$ cat src/multiplier_pkg.sv
// Shared offsets, field positions, reset values and carrier types of the multiplier
package multiplier_pkg;

    localparam int ADDR_W = 8;
    localparam int DATA_W = 16;

    // First operand, 16-bit, low word selects the operation
    localparam logic [7:0] OFF_OP1_UMPY      = 8'h00;
    localparam logic [7:0] OFF_OP1_SMPY      = 8'h02;
    localparam logic [7:0] OFF_OP1_UMAC      = 8'h04;
    localparam logic [7:0] OFF_OP1_SMAC      = 8'h06;
    // Second operand, 16-bit, starts the operation
    localparam logic [7:0] OFF_OP2_START     = 8'h08;
    // Compatibility view of the 32-bit result
    localparam logic [7:0] OFF_COMPAT_LOW    = 8'h0A;
    localparam logic [7:0] OFF_COMPAT_HIGH   = 8'h0C;
    localparam logic [7:0] OFF_SUM_EXT       = 8'h0E;
    // First operand, 32-bit pairs
    localparam logic [7:0] OFF_OP1_UMPY_LOW  = 8'h10;
    localparam logic [7:0] OFF_OP1_UMPY_HIGH = 8'h12;
    localparam logic [7:0] OFF_OP1_SMPY_LOW  = 8'h14;
    localparam logic [7:0] OFF_OP1_SMPY_HIGH = 8'h16;
    localparam logic [7:0] OFF_OP1_UMAC_LOW  = 8'h18;
    localparam logic [7:0] OFF_OP1_UMAC_HIGH = 8'h1A;
    localparam logic [7:0] OFF_OP1_SMAC_LOW  = 8'h1C;
    localparam logic [7:0] OFF_OP1_SMAC_HIGH = 8'h1E;
    // Second operand, 32-bit pair
    localparam logic [7:0] OFF_OP2_LOW_START = 8'h20;
    localparam logic [7:0] OFF_OP2_HIGH      = 8'h22;
    // Result words 0..3 at consecutive word offsets
    localparam logic [7:0] OFF_RESULT_WORD0  = 8'h24;
    localparam logic [7:0] OFF_CONTROL0      = 8'h2C;
    // Byte-wide operand entries
    localparam logic [7:0] OFF_OP1_UMPY_BYTE = 8'h30;
    localparam logic [7:0] OFF_OP1_SMPY_BYTE = 8'h32;
    localparam logic [7:0] OFF_OP1_UMAC_BYTE = 8'h34;
    localparam logic [7:0] OFF_OP1_SMAC_BYTE = 8'h36;
    localparam logic [7:0] OFF_OP2_BYTE      = 8'h38;

    // Control register field positions
    localparam int CTL_SAT_BIT   = 0;
    localparam int CTL_FRAC_BIT  = 1;
    localparam int CTL_CARRY_BIT = 2;

    // Values after reset, and the sum-extension words of negative and carry results
    localparam logic [63:0] RESULT_RESET  = 64'h0000_0000_0000_0000;
    localparam logic [15:0] SUM_EXT_RESET = 16'h0000;
    localparam logic [15:0] SUM_EXT_NEG   = 16'hFFFF;
    localparam logic [15:0] SUM_EXT_CARRY = 16'h0001;

    // Operation selected by the first-operand address
    typedef enum logic [3:0] {
        MODE_UMPY = 4'b0001,
        MODE_SMPY = 4'b0010,
        MODE_UMAC = 4'b0100,
        MODE_SMAC = 4'b1000
    } op_mode_t;

    // Operands and widths handed to the arithmetic
    typedef struct packed {
        op_mode_t    mode;
        logic        op1Wide;
        logic        op2Wide;
        logic [31:0] op1;
        logic [31:0] op2;
    } mul_request_t;

    // Stored outcome of one operation
    typedef struct packed {
        logic [63:0] product;
        logic [15:0] sum_extension_word;
        logic        carry;
    } mul_answer_t;

endpackage

$ cat src/multiplier_result_fractional.sv
// Register file, operand capture and result stage of the multiplier
//
// The plain strobed port and the register addresses were decided locally.
`timescale 1ns/100ps
module multiplier_result_fractional
    import multiplier_pkg::*;
#(
    parameter int AW = ADDR_W,
    parameter int DW = DATA_W
)
(
    input  wire logic          clk,
    input  wire logic          reset_n,
    input  wire logic [AW-1:0] addr,
    input  wire logic [DW-1:0] wrData,
    input  wire logic          wrStrobe,
    input  wire logic          rdStrobe,
    output logic      [DW-1:0] rdData
);
    // Operand storage and selection
    op_mode_t    mode;
    logic [31:0] op1;
    logic [31:0] op2;
    logic        op1Wide;
    logic        op2Wide;
    logic        op2LowSeen;
    logic        startPending;

    // Result storage
    logic [63:0] result;
    logic [15:0] sum_extension_word;
    logic        carry;
    logic        fracMode;
    logic        satMode;
    logic        lastWide;

    // Arithmetic and read view
    mul_request_t request;
    mul_answer_t  answer;
    logic [63:0]  view;
    logic [15:0]  viewSumExt;
    logic [15:0]  byteExt;
    logic [DW-1:0] next_rdData;

    // Result word addressed this cycle
    logic [2:0] wordIdx;

    // Decoded write strobes
    logic wrOp1Low;
    logic wrOp1High;
    logic wrOp1Byte;
    logic wrOp2;
    logic wrOp2Byte;
    logic wrOp2Low;
    logic wrOp2High;
    logic wrControl;
    op_mode_t wrMode;

    // Index of a result word, or 4 when the address is none
    function automatic logic [2:0] resultIndex(input logic [AW-1:0] a);
        logic [2:0] idx;
        idx = 3'h4;
        if (a == OFF_COMPAT_LOW || a == OFF_RESULT_WORD0)
            idx = 3'h0;
        else if (a == OFF_COMPAT_HIGH || a == OFF_RESULT_WORD0 + 8'h02)
            idx = 3'h1;
        else if (a == OFF_RESULT_WORD0 + 8'h04)
            idx = 3'h2;
        else if (a == OFF_RESULT_WORD0 + 8'h06)
            idx = 3'h3;
        return idx;
    endfunction

    // Operation chosen by a first-operand address
    function automatic op_mode_t modeOf(input logic [AW-1:0] a);
        op_mode_t m;
        m = MODE_UMPY;
        if (a == OFF_OP1_SMPY || a == OFF_OP1_SMPY_LOW || a == OFF_OP1_SMPY_HIGH
            || a == OFF_OP1_SMPY_BYTE)
            m = MODE_SMPY;
        else if (a == OFF_OP1_UMAC || a == OFF_OP1_UMAC_LOW || a == OFF_OP1_UMAC_HIGH
                 || a == OFF_OP1_UMAC_BYTE)
            m = MODE_UMAC;
        else if (a == OFF_OP1_SMAC || a == OFF_OP1_SMAC_LOW || a == OFF_OP1_SMAC_HIGH
                 || a == OFF_OP1_SMAC_BYTE)
            m = MODE_SMAC;
        return m;
    endfunction

    // True for the low word of any 32-bit first operand
    function automatic logic isOp1Low32(input logic [AW-1:0] a);
        return a == OFF_OP1_UMPY_LOW || a == OFF_OP1_SMPY_LOW
               || a == OFF_OP1_UMAC_LOW || a == OFF_OP1_SMAC_LOW;
    endfunction

    // True for the high word of any 32-bit first operand
    function automatic logic isOp1High(input logic [AW-1:0] a);
        return a == OFF_OP1_UMPY_HIGH || a == OFF_OP1_SMPY_HIGH
               || a == OFF_OP1_UMAC_HIGH || a == OFF_OP1_SMAC_HIGH;
    endfunction

    // Result word index, 4 when the address is none
    assign wordIdx = resultIndex(addr);

    // Address decode of write strobes
    always_comb
    begin
        wrOp1Low  = wrStrobe && (addr == OFF_OP1_UMPY || addr == OFF_OP1_SMPY
                    || addr == OFF_OP1_UMAC || addr == OFF_OP1_SMAC
                    || isOp1Low32(addr));
        wrOp1High = wrStrobe && isOp1High(addr);
        wrOp1Byte = wrStrobe && (addr == OFF_OP1_UMPY_BYTE || addr == OFF_OP1_SMPY_BYTE
                    || addr == OFF_OP1_UMAC_BYTE || addr == OFF_OP1_SMAC_BYTE);
        wrOp2     = wrStrobe && addr == OFF_OP2_START;
        wrOp2Byte = wrStrobe && addr == OFF_OP2_BYTE;
        wrOp2Low  = wrStrobe && addr == OFF_OP2_LOW_START;
        wrOp2High = wrStrobe && addr == OFF_OP2_HIGH;
        wrControl = wrStrobe && addr == OFF_CONTROL0;
        wrMode    = modeOf(addr);
    end

    always_comb
    begin
        if (wrOp1Byte)
            byteExt = {{8{(wrMode == MODE_SMPY || wrMode == MODE_SMAC) & wrData[7]}},
                       wrData[7:0]};
        else
            byteExt = {{8{(mode == MODE_SMPY || mode == MODE_SMAC) & wrData[7]}},
                       wrData[7:0]};
    end

    always_ff @(posedge clk or negedge reset_n)
    begin
        if (!reset_n)
            mode <= MODE_UMPY;
        else if (wrOp1Low || wrOp1Byte)
            mode <= wrMode;
    end

    // First operand and its width
    always_ff @(posedge clk or negedge reset_n)
    begin
        if (!reset_n)
        begin
            op1     <= 32'h0000_0000;
            op1Wide <= 1'b0;
        end
        // A low write falls back to a 16-bit operand
        else if (wrOp1Low)
        begin
            op1[15:0] <= wrData;
            op1Wide   <= 1'b0;
        end
        else if (wrOp1Byte)
        begin
            op1[15:0] <= byteExt;
            op1Wide   <= 1'b0;
        end
        else if (wrOp1High)
        begin
            op1[31:16] <= wrData;
            op1Wide    <= 1'b1;
        end
    end

    // Second operand, its width and the low-word arming
    always_ff @(posedge clk or negedge reset_n)
    begin
        if (!reset_n)
        begin
            op2        <= 32'h0000_0000;
            op2Wide    <= 1'b0;
            op2LowSeen <= 1'b0;
        end
        else if (wrOp2 || wrOp2Byte)
        begin
            op2[15:0]  <= wrOp2 ? wrData : byteExt;
            op2Wide    <= 1'b0;
            op2LowSeen <= 1'b0;
        end
        else if (wrOp2Low)
        begin
            op2[15:0]  <= wrData;
            op2LowSeen <= 1'b1;
        end
        // High word counts only after an armed low word
        else if (wrOp2High && op2LowSeen)
        begin
            op2[31:16] <= wrData;
            op2Wide    <= 1'b1;
            op2LowSeen <= 1'b0;
        end
    end

    always_ff @(posedge clk or negedge reset_n)
    begin
        if (!reset_n)
            startPending <= 1'b0;
        else
            startPending <= wrOp2 || wrOp2Byte || (wrOp2High && op2LowSeen);
    end

    assign request = '{mode: mode, op1Wide: op1Wide, op2Wide: op2Wide, op1: op1, op2: op2};

    // Arithmetic on the stored operands and result
    product_accumulate u_arith (
        .req   (request),
        .prior (result),
        .ans   (answer)
    );

    always_ff @(posedge clk or negedge reset_n)
    begin
        if (!reset_n)
            result <= RESULT_RESET;
        // A start beats a same-cycle word write
        else if (startPending)
            result <= answer.product;
        else if (wrStrobe && wordIdx != 3'h4)
            result[16*wordIdx[1:0] +: 16] <= wrData;
    end

    always_ff @(posedge clk or negedge reset_n)
    begin
        if (!reset_n)
        begin
            sum_extension_word   <= SUM_EXT_RESET;
            lastWide <= 1'b0;
        end
        else if (startPending)
        begin
            sum_extension_word   <= answer.sum_extension_word;
            lastWide <= op1Wide | op2Wide;
        end
    end

    always_ff @(posedge clk or negedge reset_n)
    begin
        if (!reset_n)
            carry <= 1'b0;
        // A start beats a same-cycle carry write
        else if (startPending)
            carry <= answer.carry;
        else if (wrControl)
            carry <= wrData[CTL_CARRY_BIT];
    end

    // Mode bits of the control register
    always_ff @(posedge clk or negedge reset_n)
    begin
        if (!reset_n)
        begin
            fracMode <= 1'b0;
            satMode  <= 1'b0;
        end
        else if (wrControl)
        begin
            fracMode <= wrData[CTL_FRAC_BIT];
            satMode  <= wrData[CTL_SAT_BIT];
        end
    end

    read_adjust u_view (
        .result     (result),
        .sum_extension_word     (sum_extension_word),
        .carry      (carry),
        .wide       (lastWide),
        .frac       (fracMode),
        .sat        (satMode),
        .view       (view),
        .viewSumExt (viewSumExt)
    );

    // Read multiplexer; unmapped and write-only addresses read zero
    always_comb
    begin
        next_rdData = '0;
        if (wordIdx != 3'h4)
            next_rdData = view[16*wordIdx[1:0] +: 16];
        else if (addr == OFF_SUM_EXT)
            next_rdData = viewSumExt;
        else if (addr == OFF_CONTROL0)
        begin
            next_rdData[CTL_SAT_BIT]   = satMode;
            next_rdData[CTL_FRAC_BIT]  = fracMode;
            next_rdData[CTL_CARRY_BIT] = carry;
        end
        else if (isOp1Low32(addr))
            next_rdData = op1[15:0];
        else if (isOp1High(addr))
            next_rdData = op1[31:16];
        else if (addr == OFF_OP2_LOW_START)
            next_rdData = op2[15:0];
        else if (addr == OFF_OP2_HIGH)
            next_rdData = op2[31:16];
    end

    // Read data stands only in the cycle after the strobe
    always_ff @(posedge clk or negedge reset_n)
    begin
        if (!reset_n)
            rdData <= '0;
        else if (rdStrobe)
            rdData <= next_rdData;
        else
            rdData <= '0;
    end
endmodule

$ cat src/product_accumulate.sv
// Multiply and accumulate arithmetic with sum-extension and carry
`timescale 1ns/100ps
module product_accumulate
    import multiplier_pkg::*;
(
    input  wire mul_request_t req,
    input  wire logic [63:0]  prior,
    output mul_answer_t       ans
);
    logic               signedOp;
    logic               accum;
    logic               wide;
    logic [31:0]        a;
    logic [31:0]        b;
    logic signed [65:0] full;
    logic [32:0]        sum33;
    logic [64:0]        sum65;
    logic [63:0]        res;
    logic               carry;
    logic               sign;

    assign signedOp = req.mode == MODE_SMPY || req.mode == MODE_SMAC;
    assign accum    = req.mode == MODE_UMAC || req.mode == MODE_SMAC;
    assign wide     = req.op1Wide | req.op2Wide;

    // Narrow operands extend from bit 15 when signed
    assign a = req.op1Wide ? req.op1 : {{16{signedOp & req.op1[15]}}, req.op1[15:0]};
    assign b = req.op2Wide ? req.op2 : {{16{signedOp & req.op2[15]}}, req.op2[15:0]};
    assign full = $signed({signedOp & a[31], a}) * $signed({signedOp & b[31], b});

    assign sum33 = {1'b0, prior[31:0]} + {1'b0, full[31:0]};
    assign sum65 = {1'b0, prior} + {1'b0, full[63:0]};

    always_comb
    begin
        if (wide)
        begin
            res   = accum ? sum65[63:0] : full[63:0];
            carry = sum65[64];
            sign  = res[63];
        end
        else
        begin
            res[31:0]  = accum ? sum33[31:0] : full[31:0];
            res[63:32] = {32{signedOp & res[31]}};
            carry      = sum33[32];
            sign       = res[31];
        end
    end

    // carry acts as extra top bit
    always_comb
    begin
        ans.product = res;
        ans.sum_extension_word  = SUM_EXT_RESET;
        ans.carry   = 1'b0;
        unique case (req.mode)
            MODE_UMPY:
            begin
                ans.sum_extension_word = SUM_EXT_RESET;
                ans.carry  = 1'b0;
            end
            MODE_SMPY:
            begin
                ans.sum_extension_word = sign ? SUM_EXT_NEG : SUM_EXT_RESET;
                ans.carry  = sign;
            end
            MODE_UMAC:
            begin
                ans.sum_extension_word = carry ? SUM_EXT_CARRY : SUM_EXT_RESET;
                ans.carry  = carry;
            end
            MODE_SMAC:
            begin
                ans.sum_extension_word = sign ? SUM_EXT_NEG : SUM_EXT_RESET;
                ans.carry  = carry;
            end
        endcase
    end
endmodule

$ cat src/read_adjust.sv
// Read-time view of the result: saturation then fractional shift
`timescale 1ns/100ps
module read_adjust
    import multiplier_pkg::*;
(
    input  wire logic [63:0] result,
    input  wire logic [15:0] sum_extension_word,
    input  wire logic        carry,
    input  wire logic        wide,
    input  wire logic        frac,
    input  wire logic        sat,
    output logic      [63:0] view,
    output logic      [15:0] viewSumExt
);
    logic [63:0] clipped;
    logic        msb;
    logic        nextMsb;

    assign msb     = wide ? result[63] : result[31];
    assign nextMsb = wide ? result[62] : result[30];

    // saturate on carry and sign mismatch
    always_comb
    begin
        clipped = result;
        if (sat && (carry != msb || (frac && msb != nextMsb)))
        begin
            if (wide)
                clipped = (carry != msb ? carry : msb) ? 64'h8000_0000_0000_0000
                                                       : 64'h7FFF_FFFF_FFFF_FFFF;
            else
                clipped[31:0] = (carry != msb ? carry : msb) ? 32'h8000_0000
                                                             : 32'h7FFF_FFFF;
        end
    end

    assign view = frac ? {clipped[62:0], 1'b0} : clipped;

    always_comb
    begin
        if (!frac)
            viewSumExt = sum_extension_word;
        else if (wide)
            viewSumExt = {{15{sum_extension_word[0]}}, result[63]};
        else
            viewSumExt = {{15{result[32]}}, result[31]};
    end
endmodule

$ cat config.mk
export PLATFORM = sky130hd
export DESIGN_NAME = multiplier_result_fractional
export DESIGN_NICKNAME = d
export VERILOG_FILES = /design/src/multiplier_pkg.sv /design/src/multiplier_result_fractional.sv /design/src/product_accumulate.sv /design/src/read_adjust.sv
export SDC_FILE = /design/constraint.sdc
export NUM_CORES = 2
export LEC_CHECK = 0
export BUFFER_PORTS_ARGS = -buffer_cell sky130_fd_sc_hd__buf_2
export CAP_MARGIN = 20
export CELL_PAD_IN_SITES_DETAIL_PLACEMENT = 0
export CELL_PAD_IN_SITES_GLOBAL_PLACEMENT = 1
export CORE_AREA = 2 2 289 320
export CTS_BUF_LIST = sky130_fd_sc_hd__clkbuf_2 sky130_fd_sc_hd__clkbuf_4 sky130_fd_sc_hd__clkbuf_8
export DETAILED_ROUTE_END_ITERATION = 7
export DIE_AREA = 0 0 291 322
export PLACE_DENSITY_LB_ADDON = 0.1
export SLEW_MARGIN = 25
export SYNTH_ARGS = -nofsm -noshare
export SYNTH_HDL_FRONTEND = slang
export SYNTH_SLANG_ARGS = --single-unit
$ cat constraint.sdc
create_clock -name clk -period 17.6 [get_ports clk]
set_input_delay 0.88 -clock clk [delete_from_list [all_inputs] [get_ports clk]]
set_output_delay 0.88 -clock clk [all_outputs]
set_load 0.02 [all_outputs]
Word level (Yosys, flattened, before mapping)

Cells that the tools add are included.

Bits in registers: 172
Word-level logic and storage cells: 183

$add $sub $neg: 3
Multipliers: 1
Equal/unequal tests: 37
Shifts and indexed selects: 3
Mux-type cells: 57
Bitwise gates (word level): 12
Reductions and logical operators: 54

Operators with widths:

| cell                       | number |
|---|---|
| $mux W64                   | 7 |
| $mux W16                   | 16 |
| $mux W32                   | 6 |
| $eq A8 B6 Y1 const B       | 12 |
| $pmux W17 S4               | 1 |
| $add A64 B64 Y65           | 1 |
| $bwmux W64                 | 1 |
| $eq A8 B5 Y1 const B       | 8 |
| $mul A33 B33 Y64           | 1 |
| $shift A16 B34 Y64 const A | 1 |
| $shiftx A16 B34 Y64        | 1 |
| $shiftx A64 B7 Y16         | 1 |
| $neg A6 Y34                | 1 |
| $add A32 B32 Y33           | 1 |
| $eq A8 B4 Y1 const B       | 4 |
| $logic_or A1 B1 Y1         | 31 |
| $mux W1                    | 17 |
| $eq A8 B3 Y1 const B       | 2 |
| $mux W3                    | 5 |
| $mux W13                   | 1 |
| $logic_and A1 B1 Y1        | 12 |
| $mux W4                    | 3 |
| $reduce_bool A2 Y1         | 5 |
| $eq A4 B2 Y1 const B       | 2 |
| other kinds (14)           | 27 |

Depth between registers and ports, before layout

Depth in word-level cells: 13
Gate-level depth with buffers: 49

Modules after synthesis

From an unflattened synthesis, not the netlist that was laid out.

Cell total of the unflattened synthesis: 5840
Area, all modules: 52250.1 sq um

Modules (own cells, without submodules):

| module                       | times used | cells each | area an instance (sq um) |
|---|---|---|---|
| product_accumulate           | 1          | 4881       | 42265.5 |
| multiplier_result_fractional | 1          | 745        | 8503.2 |
| read_adjust                  | 1          | 214        | 1481.4 |

Worst setup path after synthesis

Ideal clock, no wire load.

Path type: register -> register
From: reg mode[3]
To: reg sum_extension_word[0]
Arrival time: 10.617 ns
Data required time: 17.513 ns
Setup slack: 6.897 ns
Cell stages (with the launch flop): 46
Buffers on the path: 5
Period minus slack after synthesis: 10.703 ns
Path through: dfrtp_1 -> xor2_2 -> and2_1 -> buf_6 -> nand2_1 -> nand2_1 -> clkbuf_1 -> o21a_1 -> clkbuf_1 -> buf_1 -> nand2_1 -> fa_1 -> fa_1 -> inv_1 -> fa_1 -> fa_1 -> inv_1 -> fa_1 -> [10 not listed] -> nor3_1 -> o31ai_1 -> a21o_1 -> o31ai_1 -> xor2_1 -> ha_1 -> clkbuf_1 -> a21oi_1 -> o21bai_1 -> a21oi_1 -> nand3_1 -> a41o_1 -> o21ai_1 -> o31ai_1 -> a311oi_2 -> or4_1 -> and3_4 -> a211oi_2

Longest elaborated chain between the ends: 11

Ends and longest elaborated chain:

| item                                                | line                                                                         | source |
|---|---|---|
| start: declaration                                  | multiplier_result_fractional.sv:21                                           | `op_mode_t mode;` |
| start signal: assignment                            | multiplier_result_fractional.sv:137                                          | `mode <= wrMode;` |
| $eq A4 B2 Y1 / $eq A4 B4 Y1 (equally long branches) | product_accumulate.sv:22, product_accumulate.sv:57, product_accumulate.sv:23 |  |
| $logic_or A1 B1 Y1                                  | product_accumulate.sv:22                                                     | `assign signedOp = req.mode == MODE_SMPY \|\| req.mode == MODE_SMAC;` |
| $and A1 B1 Y1 (on tied branches)                    | product_accumulate.sv:27, product_accumulate.sv:28                           |  |
| $mux W32 (on tied branches)                         | product_accumulate.sv:27, product_accumulate.sv:28                           |  |
| $and A1 B1 Y1                                       | product_accumulate.sv:29                                                     | `assign full = $signed({signedOp & a[31], a}) * $signed({signedOp & b[31], b});` |
| $mul A33 B33 Y64                                    | product_accumulate.sv:29                                                     |  |
| $add A64 B64 Y65                                    | product_accumulate.sv:32                                                     | `assign sum65 = {1'b0, prior} + {1'b0, full[63:0]};` |
| $mux W64                                            | product_accumulate.sv:38                                                     | `res = accum ? sum65[63:0] : full[63:0];` |
| $mux W1                                             | product_accumulate.sv:36                                                     | `if (wide)` |
| $mux W16                                            | product_accumulate.sv:65, product_accumulate.sv:75                           |  |
| $pmux W17 S4 (*)                                    | product_accumulate.sv:57                                                     | `unique case (req.mode)` |
| end signal: assignment                              | multiplier_result_fractional.sv:232                                          | `sum_extension_word <= answer.sum_extension_word;` |
| end: declaration                                    | multiplier_result_fractional.sv:31                                           | `logic [15:0] sum_extension_word;` |

Every way passes the cells marked *; elsewhere a longest branch is shown, timed or not.
A chain may end at the register's enable or synchronous reset.

Worst setup path after layout

From: reg mode[1]
To: reg result[62]

Longest elaborated chain between the ends: 10

Ends and longest elaborated chain:

| item                                                        | line                                               | source |
|---|---|---|
| $eq A4 B2 Y1 / $eq A4 B4 Y1 (equally long branches)         | product_accumulate.sv:22, product_accumulate.sv:23 |  |
| $logic_or A1 B1 Y1                                          | product_accumulate.sv:22                           |  |
| $and A1 B1 Y1 (on tied branches)                            | product_accumulate.sv:27, product_accumulate.sv:28 |  |
| $mux W32 (on tied branches)                                 | product_accumulate.sv:27, product_accumulate.sv:28 |  |
| $and A1 B1 Y1 / $mul A33 B33 Y64 (equally long branches)    | product_accumulate.sv:29                           |  |
| $mul A33 B33 Y64 / $add A32 B32 Y33 (equally long branches) | product_accumulate.sv:29, product_accumulate.sv:31 |  |
| $add A64 B64 Y65 / $mux W32 (equally long branches)         | product_accumulate.sv:32, product_accumulate.sv:44 |  |
| $mux W64 / $and A1 B1 Y1 (equally long branches)            | product_accumulate.sv:38, product_accumulate.sv:45 |  |
| $mux W64 (*)                                                | product_accumulate.sv:36                           |  |
| $mux W64 (*)                                                | multiplier_result_fractional.sv:217                | `else if (startPending)` |
| end signal: assignment                                      | multiplier_result_fractional.sv:218                | `result <= answer.product;` |
| end signal: indexed assignment                              | multiplier_result_fractional.sv:220                | `result[16*wordIdx[1:0] +: 16] <= wrData;` |
| end: declaration                                            | multiplier_result_fractional.sv:30                 | `logic [63:0] result;` |

Marked as above.

==> results.sh <==
export IMPL_status="completed"
export IMPL_hold_viol=0
export IMPL_ir_worst_vdd_mv=0.3406
export IMPL_fin_crit_sh_pct=78.06
export IMPL_p_per_area_nw_per_um2=159.9
export IMPL_filler_cell_count=8294
export IMPL_min_path_type="input pin to async pin"
export IMPL_rows=116
export IMPL_dr_pass1_iters=6
export IMPL_skew_ps=26.15
export IMPL_syn_avg_cell_area_um2=8.746
export IMPL_worst_path_buf_inv=5
export IMPL_end_kind="flop"
export IMPL_seq_area_frac_synth_pct=7.734
export IMPL_grt_start_max_net_pins=74
export IMPL_ys_top_cells_by_area="fa_1 (44%), inv_1 (8.0%), dfrtp_1 (7.7%)"
export IMPL_p_leak_nw=24.97
export IMPL_num_vias=41000
export IMPL_synth_top_cell_area_share_pct=44.08
export IMPL_die_area_um2=93700
export IMPL_core_um2=90420
export IMPL_cts_path_max_buffers=2
export IMPL_setup_tns_final_ps=0
export IMPL_crit_arrival_ps=14140
export IMPL_cp_required_ps=18000
export IMPL_grt_pass1_wl_mm=259.8
export IMPL_synth_top_area_cell="fa_1"
export IMPL_place_ws_ps=4305
export IMPL_htreeDepth=4
export IMPL_fmax_mhz=72.79
export IMPL_crit_type="flop to flop"
export IMPL_fin_ws_ps=3862
export IMPL_yosys_warnings=0
export IMPL_finalPower_mw=8.411
export IMPL_first_global_vias=42800
export IMPL_synth_ff_type="dfrtp_1"
export IMPL_cts_root_buf="clkbuf_8"
export IMPL_cts_tree="built"
export IMPL_die_w_um=291
export IMPL_synth_most_common_cell="fa_1"
export IMPL_wl_mm=166.6
export IMPL_drv_slew=0
export IMPL_crit_fanout=30
export IMPL_clk_latency_ps=520
export IMPL_drc=0
export IMPL_critPathMostFrequentCell="fa_1"
export IMPL_cts_sinks=158
export IMPL_synthesis_area_um2=51140
export IMPL_slowest_stage="o31ai_1"
export IMPL_ys_seq_elements=158
export IMPL_start_util_pct=56.55
export IMPL_place_congestion=0.9876
export IMPL_drive_above_1_share_pct=4.920
export IMPL_io_pins=44
export IMPL_slew_headroom_pct=24.26
export IMPL_syn_nets=7283
export IMPL_die_height_um=322
export IMPL_post_cts_buffers=0
export IMPL_rsz0062_at_grt="no"
export IMPL_ant_nets=0
export IMPL_antenna_found_initial=3
export IMPL_path_delay_family="adder cells"
export IMPL_syn2layout_area_growth_pct=2.887
export IMPL_drv_cap=0
export IMPL_fin_crit_ps=13740
export IMPL_startpoint_type="flop"
export IMPL_drtIter0Drc=3292
export IMPL_yosys_top_cells_count="fa_1 (1126), inv_1 (1087), nand2_1 (1018)"
export IMPL_whs_ps=350.9
export IMPL_nNetsFinal=7073
export IMPL_yosysUniqueCellTypes=92
export IMPL_synthArstFlopShare_pct=100.0
export IMPL_grt_overflow_total=0
export IMPL_worstMarginPinSlew_ps=1126
export IMPL_port_buffers=43
export IMPL_grt_total_usage_pct=36.74
export IMPL_ctsHoldBuffers=0
export IMPL_setup_viol=0
export IMPL_vias_per_cell=5.998
export IMPL_cts_resized=0
export IMPL_wl_per_cell_um=24.37
export IMPL_clk_pin_slew_ps=100
export IMPL_rrSetupSlack_ps=3860
export IMPL_numCtsBuffers=17
export IMPL_synth_cells=5847
export IMPL_cpPeakStageDelay_ps=930
export IMPL_synth_edf_count=0
export IMPL_post_dp_hpwl_mm=130.1
## layout make-up
| cell class | count | area, um2 | area share, % |
|---|---|---|---|
| Clock inverter | 15 | 206.4 | 0.3924 |
| Tap cell | 1180 | 1476 | 2.806 |
| Timing Repair Buffer | 133 | 897.1 | 1.705 |
| Sequential cell | 158 | 3964 | 7.534 |
| Clock buffer | 17 | 234.0 | 0.4447 |
| Antenna cell | 5 | 12.51 | 0.02378 |
| Inverter | 1090 | 4091 | 7.776 |
| Multi-Input combinational cell | 4237 | 41730 | 79.32 |
## path summary, 6_finish.rpt
check / depth (start not counted) / from / end
worst max register to register: 39 / mode[1] / result[62]
max in group asynchronous: 3 / reset_n / startPending
min in group clk: 2 / op1[4] / op1[4]
worst max-delay path: 39 / mode[1] / result[62]
worst min register to register: 2 / op1[4] / op1[4]
worst min-delay path: 1 / reset_n / result[57]
## layout by cell type, fill, tap and decap left out, types with 51 or more instances in the layout
| cell type | n |
|---|---|
| and3_1 | 51 |
| mux2_2 | 69 |
| nand3_1 | 76 |
| buf_4 | 90 |
| ha_1 | 282 |
| fa_1 | 1126 |
| o21ai_0 | 144 |
| xnor2_1 | 85 |
| nand2_1 | 1018 |
| a21oi_1 | 207 |
| inv_1 | 1087 |
| a21o_1 | 83 |
| nor2_1 | 240 |
| and2_1 | 264 |
| dfrtp_1 | 150 |
## registers in the layout (all words and copies together) (netlist names)
register,cells
result,64
op1,32
op2,32
rdData,16
mode,4
sum_extension_word,2
carry,1
fracMode,1
lastWide,1
op1Wide,1
op2LowSeen,1
op2Wide,1
satMode,1
startPending,1
## through the flow
step | area (um2) | utilization [%] | cells
finish | 52610 | 58.19 | 6835
floorplan | 51140 | - | 5847
global route | 52610 | 58.18 | 6833
CTS | 52600 | 58.17 | 6830
global placement | 52160 | 57.69 | 6798
detailed placement | 52160 | 57.69 | 6798
## worst reg2reg max path: cells and delay by family, from the launching register on
family / cells / cell delay, ps
compound gates: 11 / 4250
fa+ha+maj: 10 / 4870
buf+inv: 5 / 610
simple gates: 10 / 2420
flops: 1 / 500
xor+xnor: 3 / 1020
## logic make-up after synthesis
| group | synth area share [%] |
|---|---|
| simple gates | 15.92 |
| buf+inv | 10.72 |
| mux | 2.547 |
| compound gates | 9.863 |
| flops | 7.734 |
| xor+xnor | 2.234 |
| fa+ha+maj | 50.98 |
## per-layer routing
metal  global-route usage [%]  part of all wire (%)  vias to the layer above  wire length (um)
li1                         -                     -                    17630                 -
met1                    49.28                    40                    21140             66610
met2                    59.85                    47                     1804             78900
met3                    5.824                   7.9                      421             13150
met4                    15.26                   4.8                        0              7925
met5                        0                     0                        -                 0
## where the power goes
group	internal [mW]	switching, mW	total, mW
clock	0.145	0.175	0.320
combinational	2.66	4.88	7.54
sequential	0.418	0.132	0.550
No activity file was read; power rests on OpenSTA's default activity.
